## src/scdg_pkg.sv

```systemverilog
// Constants, register map and types for the synchronous clock divider and gating block.
// Assumes an AHB-Lite slave with 32-bit data; registers are one aligned word each.
// ============================================================
// How it works
// - Main clock defaults to system RC oscillator
// - Eight-bit prescaler, any tap per domain
// - Reset leaves every domain undivided
// - CPU clock is main over 2^(sel+1)
// - Peripheral buses divide the same way
// - New dividers apply to all domains together
// - Fast-bus select ignores writes, mirrors CPU
// - Ready flag reads zero while change pends
// - Ready interrupt fires when change applied
// - All module mask bits one after reset
// - Mask bit zero gates, one restores clock
// - Masked module stops, its access ignored
// - Masking own or bridge clock locks masks
// - Sleep halts CPU and stopped domains, overriding masks
// - Interrupt ends sleep and restarts domains
// - Unclocked sources cannot wake the device
// - Collect resets, record cause for software
// - One interrupt output line
// - Sleep index 0 to 6 accepted, stopping deepens up to index 2
package scdg_pkg;
  // ============================================================
  // Register byte offsets
  localparam logic [7:0] SCDG_MAIN_CLOCK_CONTROL = 8'h00;
  localparam logic [7:0] SCDG_CPU_SEL = 8'h04;
  localparam logic [7:0] SCDG_FAST_BUS_SEL = 8'h08;
  localparam logic [7:0] SCDG_PBA_SEL = 8'h0C;
  localparam logic [7:0] SCDG_PBB_SEL = 8'h10;
  localparam logic [7:0] SCDG_CPU_MASK = 8'h20;
  localparam logic [7:0] SCDG_HSB_MASK = 8'h24;
  localparam logic [7:0] SCDG_PBA_MASK = 8'h28;
  localparam logic [7:0] SCDG_PBB_MASK = 8'h2C;
  localparam logic [7:0] SCDG_IER = 8'h40;
  localparam logic [7:0] SCDG_IDR = 8'h44;
  localparam logic [7:0] SCDG_IMR = 8'h48;
  localparam logic [7:0] SCDG_ISR = 8'h4C;
  localparam logic [7:0] SCDG_ICR = 8'h50;
  localparam logic [7:0] SCDG_SLEEP = 8'h60;
  localparam logic [7:0] SCDG_RESET_CAUSE = 8'h64;
  // ============================================================
  // Field positions and widths
  localparam int SCDG_SEL_W = 3;
  localparam int SCDG_DIV_BIT = 7;
  localparam int SCDG_SRC_W = 3;
  localparam int SCDG_MASK_W = 32;
  localparam int SCDG_DOMAINS = 4;
  localparam int SCDG_PRESCALE_W = 8;
  localparam int SCDG_CLOCK_READY_FLAG_BIT = 5;
  localparam int SCDG_NUM_RST = 4;
  localparam int SCDG_PM_MASK_BIT = 0;
  localparam int SCDG_BRIDGE_MASK_BIT = 1;
  localparam int SCDG_WAKE_W = 8;
  localparam int SCDG_MODE_W = 3;
  // ============================================================
  // Reset values and the highest sleep index
  localparam logic [SCDG_SRC_W-1:0] SCDG_SRC_SYSTEM_RC_OSCILLATOR = 3'h0;
  localparam logic [7:0] SCDG_SEL_RESET = 8'h00;
  localparam logic [SCDG_MASK_W-1:0] SCDG_MASK_RESET = 32'hFFFFFFFF;
  localparam logic [SCDG_MODE_W-1:0] SCDG_MODE_MAX = 3'h6;
  // Domain indices
  localparam int SCDG_D_CPU = 0;
  localparam int SCDG_D_HSB = 1;
  localparam int SCDG_D_PBA = 2;
  localparam int SCDG_D_PBB = 3;
  // Cycles from select write to ready; covers one full 256 prescaler period
  localparam int SCDG_APPLY_CYCLES = 256;
  typedef enum logic [1:0] {SCDG_RUN, SCDG_PEND, SCDG_APPLY} scdg_state_e;
endpackage

```

## src/scdg_div.sv

```systemverilog
// One clock domain enable generator driven by the shared prescaler.
// Assumes the prescaler count comes from the top-level counter; the tick is made here.
`timescale 1ns/1ps
`default_nettype none
module scdg_div (
  input wire logic hclk,
  input wire logic hresetn,
  input wire logic [scdg_pkg::SCDG_PRESCALE_W-1:0] count,
  input wire logic [7:0] sel,
  input wire logic run,
  output logic tick
);
  import scdg_pkg::*;
  logic [SCDG_PRESCALE_W-1:0] mask;
  always_comb begin
    mask = 8'hFF >> (3'h7 - sel[SCDG_SEL_W-1:0]);
  end
  // ============================================================
  // Tick fires once per 2^(sel+1) main cycles, or every cycle undivided
  always_ff @(posedge hclk or negedge hresetn) begin
    if (!hresetn) begin
      tick <= 1'b0;
    end else if (!run) begin
      tick <= 1'b0;
    end else if (sel[SCDG_DIV_BIT]) begin
      tick <= ((count & mask) == 8'h00);
    end else begin
      tick <= 1'b1;
    end
  end
endmodule // scdg_div
`default_nettype wire

```

## src/scdg_reset.sv

```systemverilog
// Reset cause collector: records the last reset source for software.
// Assumes reset sources are synchronised pulses, external pin already filtered.
`timescale 1ns/1ps
`default_nettype none
module scdg_reset (
  input wire logic hclk,
  input wire logic hresetn,
  input wire logic [scdg_pkg::SCDG_NUM_RST-1:0] sources,
  output logic soft_reset,
  output logic [scdg_pkg::SCDG_NUM_RST-1:0] cause
);
  import scdg_pkg::*;
  logic released;
  // ============================================================
  // Cause of a hard reset caught after release; sources 1 to 3, external pin included, while running
  always_ff @(posedge hclk or negedge hresetn) begin
    if (!hresetn) begin
      released <= 1'b0;
      cause <= '0;
      soft_reset <= 1'b0;
    end else begin
      released <= 1'b1;
      soft_reset <= |sources[SCDG_NUM_RST-1:1];
      if (!released) begin
        cause <= {sources[SCDG_NUM_RST-1:1], 1'b1};
      end else if (|sources[SCDG_NUM_RST-1:1]) begin
        cause <= sources;
      end
    end
  end
endmodule // scdg_reset
`default_nettype wire

```

## src/scdg_top.sv

```systemverilog
// Clock divider, module clock gating, sleep and reset cause with an AHB-Lite slave.
// Assumes one main clock hclk; domain clocks leave as enables for downstream gates.
`timescale 1ns/1ps
`default_nettype none
module scdg_top (
  input wire logic hclk,
  input wire logic hresetn,
  input wire logic hsel,
  input wire logic [31:0] haddr,
  input wire logic [1:0] htrans,
  input wire logic hwrite,
  input wire logic [2:0] hsize,
  input wire logic [31:0] hwdata,
  input wire logic hready,
  output logic [31:0] hrdata,
  output logic hreadyout,
  output logic hresp,
  input wire logic sleep_req,
  input wire logic [scdg_pkg::SCDG_MODE_W-1:0] sleep_arg,
  input wire logic [scdg_pkg::SCDG_WAKE_W-1:0] wake_irq,
  input wire logic [scdg_pkg::SCDG_WAKE_W-1:0] wake_domain_pb,
  input wire logic ext_reset_n,
  input wire logic [scdg_pkg::SCDG_NUM_RST-2:0] soft_sources,
  output logic [scdg_pkg::SCDG_SRC_W-1:0] main_clock_source_select,
  output logic [scdg_pkg::SCDG_DOMAINS-1:0] domain_tick,
  output logic [scdg_pkg::SCDG_MASK_W-1:0] cpu_clk_en,
  output logic [scdg_pkg::SCDG_MASK_W-1:0] hsb_clk_en,
  output logic [scdg_pkg::SCDG_MASK_W-1:0] pba_clk_en,
  output logic [scdg_pkg::SCDG_MASK_W-1:0] pbb_clk_en,
  output logic sleeping,
  output logic soft_reset,
  output logic irq
);
  import scdg_pkg::*;
  // ============================================================
  // Declarations
  logic [7:0] cpu_sel;
  logic [7:0] pba_sel;
  logic [7:0] pbb_sel;
  logic [7:0] act_cpu;
  logic [7:0] act_pba;
  logic [7:0] act_pbb;
  logic [SCDG_MASK_W-1:0] cpu_mask;
  logic [SCDG_MASK_W-1:0] hsb_mask;
  logic [SCDG_MASK_W-1:0] pba_mask;
  logic [SCDG_MASK_W-1:0] pbb_mask;
  logic clock_ready_flag;
  logic ready_event;
  logic interrupt_enable;
  logic [SCDG_MODE_W-1:0] sleep_mode;
  logic [SCDG_PRESCALE_W-1:0] prescale;
  logic [8:0] apply_cnt;
  scdg_state_e state;
  logic [SCDG_DOMAINS-1:0] run;
  logic [SCDG_DOMAINS-1:0] ticks;
  logic [SCDG_NUM_RST-1:0] cause;
  logic ext_rst_q1;
  logic ext_rst_q2;
  logic mask_lock;
  logic wake;
  logic ph_wr;
  logic ph_rd;
  logic [7:0] ph_addr;
  logic wr;
  logic sel_write;
  logic [31:0] next_rdata;
  // ============================================================
  // AHB-Lite address phase capture; reads take one wait state, always OKAY
  always_ff @(posedge hclk or negedge hresetn) begin
    if (!hresetn) begin
      ph_wr <= 1'b0;
      ph_rd <= 1'b0;
      ph_addr <= 8'h00;
    end else if (hready) begin
      ph_wr <= hsel && htrans[1] && hwrite;
      ph_rd <= hsel && htrans[1] && !hwrite;
      ph_addr <= haddr[7:0];
    end
  end
  always_ff @(posedge hclk or negedge hresetn) begin
    if (!hresetn) begin
      hreadyout <= 1'b1;
      hresp <= 1'b0;
    end else begin
      // Registered read data need one cycle after the address phase
      hreadyout <= !(hready && hsel && htrans[1] && !hwrite);
      hresp <= 1'b0;
    end
  end
  assign wr = ph_wr;
  // Select writes only counted while no change pends; protects against hangs
  assign sel_write = wr && (ph_addr == SCDG_CPU_SEL || ph_addr == SCDG_PBA_SEL ||
                            ph_addr == SCDG_PBB_SEL);
  // ============================================================
  // Main clock source and divider selections
  always_ff @(posedge hclk or negedge hresetn) begin
    if (!hresetn) begin
      main_clock_source_select <= SCDG_SRC_SYSTEM_RC_OSCILLATOR;
    end else if (wr && ph_addr == SCDG_MAIN_CLOCK_CONTROL) begin
      main_clock_source_select <= hwdata[SCDG_SRC_W-1:0];
    end
  end
  always_ff @(posedge hclk or negedge hresetn) begin
    if (!hresetn) begin
      cpu_sel <= SCDG_SEL_RESET;
      pba_sel <= SCDG_SEL_RESET;
      pbb_sel <= SCDG_SEL_RESET;
    end else if (state == SCDG_RUN && wr) begin
      // Fast-bus select has no storage of its own
      if (ph_addr == SCDG_CPU_SEL) begin
        cpu_sel <= {hwdata[SCDG_DIV_BIT], 4'h0, hwdata[SCDG_SEL_W-1:0]};
      end
      if (ph_addr == SCDG_PBA_SEL) begin
        pba_sel <= {hwdata[SCDG_DIV_BIT], 4'h0, hwdata[SCDG_SEL_W-1:0]};
      end
      if (ph_addr == SCDG_PBB_SEL) begin
        pbb_sel <= {hwdata[SCDG_DIV_BIT], 4'h0, hwdata[SCDG_SEL_W-1:0]};
      end
    end
  end
  // ============================================================
  // Pending change: wait, then apply all domains in one prescaler wrap
  always_ff @(posedge hclk or negedge hresetn) begin
    if (!hresetn) begin
      state <= SCDG_RUN;
      apply_cnt <= 9'h000;
    end else begin
      unique case (state)
        SCDG_RUN: begin
          apply_cnt <= 9'h000;
          if (sel_write) begin
            state <= SCDG_PEND;
          end
        end
        SCDG_PEND: begin
          apply_cnt <= apply_cnt + 9'h001;
          if (prescale == 8'hFF) begin
            state <= SCDG_APPLY;
          end
        end
        SCDG_APPLY: begin
          state <= SCDG_RUN;
        end
      endcase
    end
  end
  always_ff @(posedge hclk or negedge hresetn) begin
    if (!hresetn) begin
      act_cpu <= SCDG_SEL_RESET;
      act_pba <= SCDG_SEL_RESET;
      act_pbb <= SCDG_SEL_RESET;
    end else if (state == SCDG_APPLY) begin
      act_cpu <= cpu_sel;
      act_pba <= pba_sel;
      act_pbb <= pbb_sel;
    end
  end
  always_ff @(posedge hclk or negedge hresetn) begin
    if (!hresetn) begin
      prescale <= 8'h00;
    end else begin
      prescale <= prescale + 8'h01;
    end
  end
  // ============================================================
  // Ready flag, sticky event and interrupt; set wins over clear
  always_ff @(posedge hclk or negedge hresetn) begin
    if (!hresetn) begin
      clock_ready_flag <= 1'b1;
    end else if (sel_write && state == SCDG_RUN) begin
      clock_ready_flag <= 1'b0;
    end else if (state == SCDG_APPLY) begin
      clock_ready_flag <= 1'b1;
    end
  end
  always_ff @(posedge hclk or negedge hresetn) begin
    if (!hresetn) begin
      ready_event <= 1'b0;
    end else if (state == SCDG_APPLY) begin
      ready_event <= 1'b1;
    end else if (wr && ph_addr == SCDG_ICR && hwdata[SCDG_CLOCK_READY_FLAG_BIT]) begin
      ready_event <= 1'b0;
    end
  end
  always_ff @(posedge hclk or negedge hresetn) begin
    if (!hresetn) begin
      interrupt_enable <= 1'b0;
    end else if (wr && ph_addr == SCDG_IER && hwdata[SCDG_CLOCK_READY_FLAG_BIT]) begin
      interrupt_enable <= 1'b1;
    end else if (wr && ph_addr == SCDG_IDR && hwdata[SCDG_CLOCK_READY_FLAG_BIT]) begin
      interrupt_enable <= 1'b0;
    end
  end
  always_ff @(posedge hclk or negedge hresetn) begin
    if (!hresetn) begin
      irq <= 1'b0;
    end else begin
      irq <= ready_event && interrupt_enable;
    end
  end
  // ============================================================
  // Module clock masks; locked once own or bridge clock is masked
  assign mask_lock = !pba_mask[SCDG_PM_MASK_BIT] || !pba_mask[SCDG_BRIDGE_MASK_BIT];
  always_ff @(posedge hclk or negedge hresetn) begin
    if (!hresetn) begin
      cpu_mask <= SCDG_MASK_RESET;
      hsb_mask <= SCDG_MASK_RESET;
      pba_mask <= SCDG_MASK_RESET;
      pbb_mask <= SCDG_MASK_RESET;
    end else if (wr && !mask_lock) begin
      if (ph_addr == SCDG_CPU_MASK) begin
        cpu_mask <= hwdata;
      end
      if (ph_addr == SCDG_HSB_MASK) begin
        hsb_mask <= hwdata;
      end
      if (ph_addr == SCDG_PBA_MASK) begin
        pba_mask <= hwdata;
      end
      if (ph_addr == SCDG_PBB_MASK) begin
        pbb_mask <= hwdata;
      end
    end
  end
  // ============================================================
  // Sleep control; wake sources from stopped PB domains are ignored
  always_comb begin
    wake = |(wake_irq & ~(wake_domain_pb & {SCDG_WAKE_W{sleep_mode >= 3'h2}}));
  end
  always_ff @(posedge hclk or negedge hresetn) begin
    if (!hresetn) begin
      sleeping <= 1'b0;
      sleep_mode <= 3'h0;
    end else if (sleeping && wake) begin
      sleeping <= 1'b0;
    end else if (!sleeping && sleep_req && sleep_arg <= SCDG_MODE_MAX) begin
      sleeping <= 1'b1;
      sleep_mode <= sleep_arg;
    end
  end
  always_comb begin
    run = {SCDG_DOMAINS{1'b1}};
    if (sleeping) begin
      run[SCDG_D_CPU] = 1'b0;
      run[SCDG_D_HSB] = sleep_mode < 3'h1;
      run[SCDG_D_PBA] = sleep_mode < 3'h2;
      run[SCDG_D_PBB] = sleep_mode < 3'h2;
    end
  end
  scdg_div u_div_cpu (.hclk(hclk), .hresetn(hresetn), .count(prescale), .sel(act_cpu),
                      .run(run[SCDG_D_CPU]), .tick(ticks[SCDG_D_CPU]));
  // Fast bus shares the CPU source clock
  scdg_div u_div_hsb (.hclk(hclk), .hresetn(hresetn), .count(prescale), .sel(act_cpu),
                      .run(run[SCDG_D_HSB]), .tick(ticks[SCDG_D_HSB]));
  scdg_div u_div_pba (.hclk(hclk), .hresetn(hresetn), .count(prescale), .sel(act_pba),
                      .run(run[SCDG_D_PBA]), .tick(ticks[SCDG_D_PBA]));
  scdg_div u_div_pbb (.hclk(hclk), .hresetn(hresetn), .count(prescale), .sel(act_pbb),
                      .run(run[SCDG_D_PBB]), .tick(ticks[SCDG_D_PBB]));
  always_ff @(posedge hclk or negedge hresetn) begin
    if (!hresetn) begin
      domain_tick <= '0;
      cpu_clk_en <= '0;
      hsb_clk_en <= '0;
      pba_clk_en <= '0;
      pbb_clk_en <= '0;
    end else begin
      domain_tick <= ticks;
      // Sleep overrides masks; masked module gets no clock, so no access lands
      cpu_clk_en <= cpu_mask & {SCDG_MASK_W{ticks[SCDG_D_CPU]}};
      hsb_clk_en <= hsb_mask & {SCDG_MASK_W{ticks[SCDG_D_HSB]}};
      pba_clk_en <= pba_mask & {SCDG_MASK_W{ticks[SCDG_D_PBA]}};
      pbb_clk_en <= pbb_mask & {SCDG_MASK_W{ticks[SCDG_D_PBB]}};
    end
  end
  // ============================================================
  // Reset sources: external pin synchronised before use
  always_ff @(posedge hclk or negedge hresetn) begin
    if (!hresetn) begin
      ext_rst_q1 <= 1'b1;
      ext_rst_q2 <= 1'b1;
    end else begin
      ext_rst_q1 <= ext_reset_n;
      ext_rst_q2 <= ext_rst_q1;
    end
  end
  scdg_reset u_reset (.hclk(hclk), .hresetn(hresetn),
                      .sources({soft_sources[SCDG_NUM_RST-2:1], !ext_rst_q2, soft_sources[0]}),
                      .soft_reset(soft_reset), .cause(cause));
  // ============================================================
  // Read mux; unmapped offsets read zero
  always_comb begin
    next_rdata = 32'h00000000;
    unique case (ph_addr)
      SCDG_MAIN_CLOCK_CONTROL: next_rdata = {29'h0, main_clock_source_select};
      SCDG_CPU_SEL: next_rdata = {24'h0, cpu_sel};
      SCDG_FAST_BUS_SEL: next_rdata = {24'h0, cpu_sel};
      SCDG_PBA_SEL: next_rdata = {24'h0, pba_sel};
      SCDG_PBB_SEL: next_rdata = {24'h0, pbb_sel};
      SCDG_CPU_MASK: next_rdata = cpu_mask;
      SCDG_HSB_MASK: next_rdata = hsb_mask;
      SCDG_PBA_MASK: next_rdata = pba_mask;
      SCDG_PBB_MASK: next_rdata = pbb_mask;
      SCDG_IMR: next_rdata = {26'h0, interrupt_enable, 5'h0};
      SCDG_ISR: next_rdata = {26'h0, clock_ready_flag && ready_event, 5'h0};
      SCDG_SLEEP: next_rdata = {28'h0, sleeping, sleep_mode};
      SCDG_RESET_CAUSE: next_rdata = {28'h0, cause};
      default: next_rdata = 32'h00000000;
    endcase
  end
  // Loaded in the wait state; stands until the next read
  always_ff @(posedge hclk or negedge hresetn) begin
    if (!hresetn) begin
      hrdata <= 32'h00000000;
    end else if (ph_rd && !hreadyout) begin
      hrdata <= next_rdata;
    end
  end
  logic unused;
  assign unused = ^{hsize, apply_cnt, haddr[31:8]};
endmodule // scdg_top
`default_nettype wire

```

## config.mk

```make
export PLATFORM = sky130hd
export DESIGN_NAME = scdg_top
export DESIGN_NICKNAME = d
export VERILOG_FILES = /design/src/scdg_pkg.sv /design/src/scdg_div.sv /design/src/scdg_reset.sv /design/src/scdg_top.sv
export SDC_FILE = /design/constraint.sdc
export NUM_CORES = 1
export LEC_CHECK = 0
export BUFFER_PORTS_ARGS = -buffer_cell sky130_fd_sc_hd__buf_2
export CAP_MARGIN = 0
export CORE_MARGIN = 1.5
export CORE_UTILIZATION = 30
export CTS_CLUSTER_SIZE = 12
export DETAILED_ROUTE_END_ITERATION = 6
export REMOVE_ABC_BUFFERS = 1
export SKIP_CTS_REPAIR_TIMING = 1
export SLEW_MARGIN = 20
export SYNTH_ARGS = -nofsm -noshare
export SYNTH_HDL_FRONTEND = slang
export SYNTH_SLANG_ARGS = --single-unit
```

## constraint.sdc

```tcl
create_clock -name hclk -period 6.5 [get_ports hclk]
set_clock_uncertainty 0.05 [all_clocks]
set_input_delay 1.3 -clock hclk [delete_from_list [all_inputs] [get_ports hclk]]
set_output_delay 1.3 -clock hclk [all_outputs]
set_load 0.005 [all_outputs]
```

---- After elaboration in Yosys (flattened, before gate mapping) ----
Cells that the tools add are included.
storage, ports and cells
  register bits ........................... 360
  bits in latches ......................... 0
  memory bits (writable) .................. 0
  ROM bits ................................ 0
  input port bits ......................... 98
  output and inout bits ................... 172
  logic and storage cells ................. 158
  memories kept ........................... 0
cells by class
  $add $sub $neg .......................... 4
  multipliers ............................. 0
  div/mod/pow operators ................... 0
  $lt $le $gt $ge ......................... 4
  eq/ne operators ......................... 21
  shift operators ......................... 3
  mux-type cells .......................... 22
  bitwise gates (word level) .............. 11
  reduce and logical (&&, ||, !) cells .... 55
operators by type and width
  cell                                              count
  case mux 32 bit (12 select lines)                 1
  AND 32 bit                                        4
  == test 8 x 7 -> 1 bit, second input constant     7
  AND 8 bit                                         5
  == test 8 x 6 -> 1 bit, second input constant     4
  zero test 8 bit                                   4
  right shift 8 x 3 -> 8 bit, first input constant  3
  logical AND 1 bit                                 23
  AND reduction 2 bit                               9
  == test 8 x 4 -> 1 bit, second input constant     2
  2-to-1 mux 1 bit                                  15
  2-to-1 mux 4 bit                                  3
  subtractor 3 bit, first input constant            3
  adder 8 x 1 -> 8 bit, second input constant       1
  == test 8 x 3 -> 1 bit, second input constant     1
  == test 8 x 5 -> 1 bit, second input constant     1
  == test 8 bit, second input constant              1
  zero test 1 bit                                   8
  inverter 8 bit                                    1
  nonzero test 2 bit                                4
  OR reduction 8 bit                                1
  != test 2 bit, second input constant              3
  case mux 2 bit (3 select lines)                   1
  2-to-1 mux 2 bit                                  2
  other kinds (11)                                  13

---- Longest topological paths before layout ----
  depth after elaboration ................. 8
  gate-level depth with buffers ........... 8
  depth with buffers taken out ............ 5

---- By module ----
A second synthesis with hierarchy kept.
second synthesis, totals
  cells, all modules ...................... 1047
  area total of the unflattened synthesis .. 14651.6 sq um
modules (own cells, without submodules)
  module      times used  cells an instance  area an instance (sq um)  sequential area each (sq um)
  scdg_top    1           986                13997.2                   8923.6
  scdg_div    4           11                 106.4                     25.0
  scdg_reset  1           17                 229.0                     150.1

---- Worst setup path before layout ----
No wires, ideal clock.
  kind .................................... in2reg
  start ................................... in soft_sources[2] (netlist bit)
  end ..................................... reg u_reset.cause[0] (netlist bit)
  library setup time ...................... 0.121 ns
  data arrival time ....................... 2.006 ns
  required time ........................... 6.329 ns
  setup slack ............................. 4.323 ns
  cell stages on the path ................. 3
  path buffers ............................ 0
  cell sequence ........................... nor3b_1 -> mux2i_1 -> nand2_1
on the way
  word-level cells in the longest chain between the ends .. 2
RTL lines
  item                            line              RTL
  from (decl)                     scdg_top.sv:23    input wire logic [scdg_pkg::SCDG_NUM_RST-2:0] soft_sources,
  OR reduction 3 bit              scdg_reset.sv:26  end else if (|sources[SCDG_NUM_RST-1:1]) begin
  != test 2 bit (no source line)  n/a
  to (signal assigned)            scdg_reset.sv:25  cause <= {sources[SCDG_NUM_RST-1:1], 1'b1};
  to (signal assigned)            scdg_reset.sv:27  cause <= sources;
  to (decl)                       scdg_reset.sv:10  output logic [scdg_pkg::SCDG_NUM_RST-1:0] cause
Every way passes these cells.
A chain may end at the register's enable or synchronous reset.

---- Worst setup path after layout ----
  start ................................... reg ph_addr[2]
  end ..................................... reg hrdata[31]
on the way
  word-level cells in the longest chain between the ends .. 3
  elaborated cells on any way between the ends .. 15
  those cells by class .................... eq/ne: 12; mux: 1; reduce/logical: 2
RTL lines
  item                                                              line             RTL
  from (decl)                                                       scdg_top.sv:63   logic [7:0] ph_addr;
  from (signal assigned)                                            scdg_top.sv:77   ph_addr <= haddr[7:0];
  == test 8 x 3 -> 1 bit or == test 8 x 4 -> 1 bit (tied branches)  scdg_top.sv:293  unique case (ph_addr)
  OR reduction 2 bit (no source line)                               n/a
  case mux 32 bit (12 select lines) *                               scdg_top.sv:293
  to (signal assigned)                                              scdg_top.sv:315  hrdata <= next_rdata;
  to (decl)                                                         scdg_top.sv:15   output logic [31:0] hrdata,
Mark *: on every way between the ends. The rest lies on a longest branch, timed or not.

==> results.md <==
* Status: completed
* Post-route ant nets at 0
* Area grow syn2layout at 22.8%
* # setup viols final at 0
* Synth top area share at 39.5%
* Ys async rst share at 100%
* Final slew viol count at 0
* Worst setup EP type: flop
* Met3 routed WL at 2030 um
* Non-Filler Instances at 1933
* Grt total ovfl at 0
* Nets@finish at 1387
* I/O Buffers at 240
* DP Worst Slack at 2.94 ns
* Clock Tree Root: clkbuf_16
* Worst slew pin tran at 0.980 ns
* Placed Cells at 1855
* Mean number of vias per cell at 4.70
* GPL Wtd Cong at 0.832
* Diode count at 0
* Leak at 8.36 nW
* Synthesized area at 0.0144 sq mm
* Clock sinks at 360
* Ys Warns at 0
* Reg clk slew, reported paths at 0.06 ns
* Vias in the first global route at 9556
* First-pass GRT wire length at 59600 um
* Layout cells sized above 1 at 49.2%
* WL/cell at 20.2 um
* Synth unique cells at 61
* Largest net degree at the start of global routing at 164
* Worst VDD drop at 140 uV
* Iter 0 DRT Violations at 494
* Routed wire length at 39000 um
* Drt pass-1 iters at 4
* Setup_tns at 0 ns
* Final instance area at 0.0177 sq mm
* Worst setup path class: flop to flop
* Die H at 222 um
* Clock Latency Late Sink at 0.56 ns
* H-Tree Depth at 2
* Total GRT Usage at 15.9%
* Num CTS Buffers at 42
* Cells after synthesis at 1042
* Top sig layer: met4
* Most frequent cell after synthesis: dfrtp_1
* Met2 WL at 18500 um
* DRC at 0
* Final period util at 53.0%
* Die area at 0.0494 sq mm
* Critical Path RT at 6.84 ns
* Total number of vias at 9083
* Slew headroom at 34.7%
* CTS tree: yes
* DP HPWL at 24800 um
* Commonest cells post-synth: dfrtp_1, mux2_2, dfstp_2
* Main synth FF type: dfrtp_1
* Seq/Total Area, Yosys at 63.6%
* CP max FO at 34
* RSZ-0062 raised after global routing: no
* Dpl cell area at 0.0163 sq mm
* Critical path startpoint category: flop
* EDFF count, synth at 0
* Synth area leader: dfrtp_1
* Core region area at 0.0476 sq mm
* Initial antenna violation count at 0
* Fin. Hold Viols at 0
* WP data arrival at 3.79 ns
* Setup WS post-layout at 3.05 ns
* Avg Inst Size Synth at 13.8 sq um
* Ranking of synthesized cells by area: dfrtp_1, dfstp_2, mux2_2, and2_1, mux4_2
* Hold Path Class: flop to flop
* Max Buffers Root-to-Sink at 3
* Initial core utilization at 30.3%
* Minimum clock period at 3.45 ns
* Die W at 222 um
* IO Pins at 270
* Max-Cap Viols at 0
* PD cells at 290 mW/mm^2
* Post-route met1 wirelength at 17600 um
* Rows at 80
* Fmax at 0.290 GHz
* Yosys reg bits at 360
==> state kept, by name (all words and copies together) (netlist names), 8 cells and up <==
name        count
hsb_clk_en     32
hrdata         32
prescale        8
pba_mask       32
cpu_mask       32
ph_addr         8
pbb_clk_en     32
hsb_mask       32
cpu_clk_en     32
pbb_mask       32
pba_clk_en     32
==> power by group <==
part	total (W)	internal, W	switching (W)
Combinational	0.000354	0.000125	0.000229
Sequential	0.00238	0.00230	0.0000803
Clock	0.00241	0.00145	0.000961
==> layer usage <==
layer	vias to the layer above	GRT usage (%)
li1	4085	-
met1	4683	21.4
met2	252	25.7
met3	63	3.54
met4	0	4.79
met5	-	0
==> cell usage in the layout (no fill, tap or decap), types with 5 or more instances in the layout <==
cell	instances
nor2b_1	5
mux4_2	27
clkbuf_16	42
a221oi_1	5
inv_1	45
nand3_1	13
and2_1	130
dfstp_2	132
buf_2	239
buf_4	13
clkbuf_1	14
o21ai_0	44
dfrtp_1	226
a21oi_1	11
mux2i_1	11
a22oi_1	7
nor4_1	6
ha_1	5
clkbuf_8	7
mux2_2	151
nand4_1	6
mux2_1	5
nor2_1	14
nand2_1	55
==> cells by family (layout without fill, tap and decap cells) <==
kind of cell    count (synthesis)  in the layout  share of synthesized area, %
fa+ha+maj                       5              5                         0.434
xor+xnor                        7              7                         0.425
buf+inv                       101            377                          2.91
compound gates                105            105                          4.62
flops                         360            360                          63.6
mux                           198            198                          17.6
other cells                     2              2                        0.0520
simple gates                  264            264                          10.4
==> stage by stage <==
stage	hold slack (ns)	power, W	utilization, %
floorplan	0.295	0.00255	-
global placement	0.298	0.00277	34.2
detailed placement	0.297	0.00278	34.2
CTS	0.298	0.00524	37.2
global route	0.306	0.00535	37.2
finish	0.295	0.00514	37.2
==> final cells by class <==
cell class / instances / area [sq um]
Fill cell: 4620 / 29900
Sequential cell: 360 / 9180
Multi-Input combinational cell: 581 / 4860
Timing Repair Buffer: 254 / 1330
Clock buffer: 63 / 1200
Tap cell: 615 / 769
Clock inverter: 15 / 218
Inverter: 45 / 169
==> worst max-delay path: stages, from the launching register on <==
cell and delay, ns:
dfrtp_4 0.67, buf_4 0.61, nor3b_1 0.14, and3_1 0.27, o21ai_2 0.43, or2_1 0.81
o21ai_0 0.23
==> path summary, 6_finish.rpt <==
kind,start,endpoint,slack (ns),cells after the start
worst max register to register,ph_addr[2],hrdata[31],3.05,6
min in group asynchronous,hresetn,sleep_mode[1],0.70,1
worst min-delay path,ext_rst_q1,ext_rst_q2,0.30,0
worst min register to register,ext_rst_q1,ext_rst_q2,0.30,0
max in group asynchronous,hresetn,pba_clk_en[17],4.31,2
worst max-delay path,ph_addr[2],hrdata[31],3.05,6
Power figures use the tool's default switching activity.
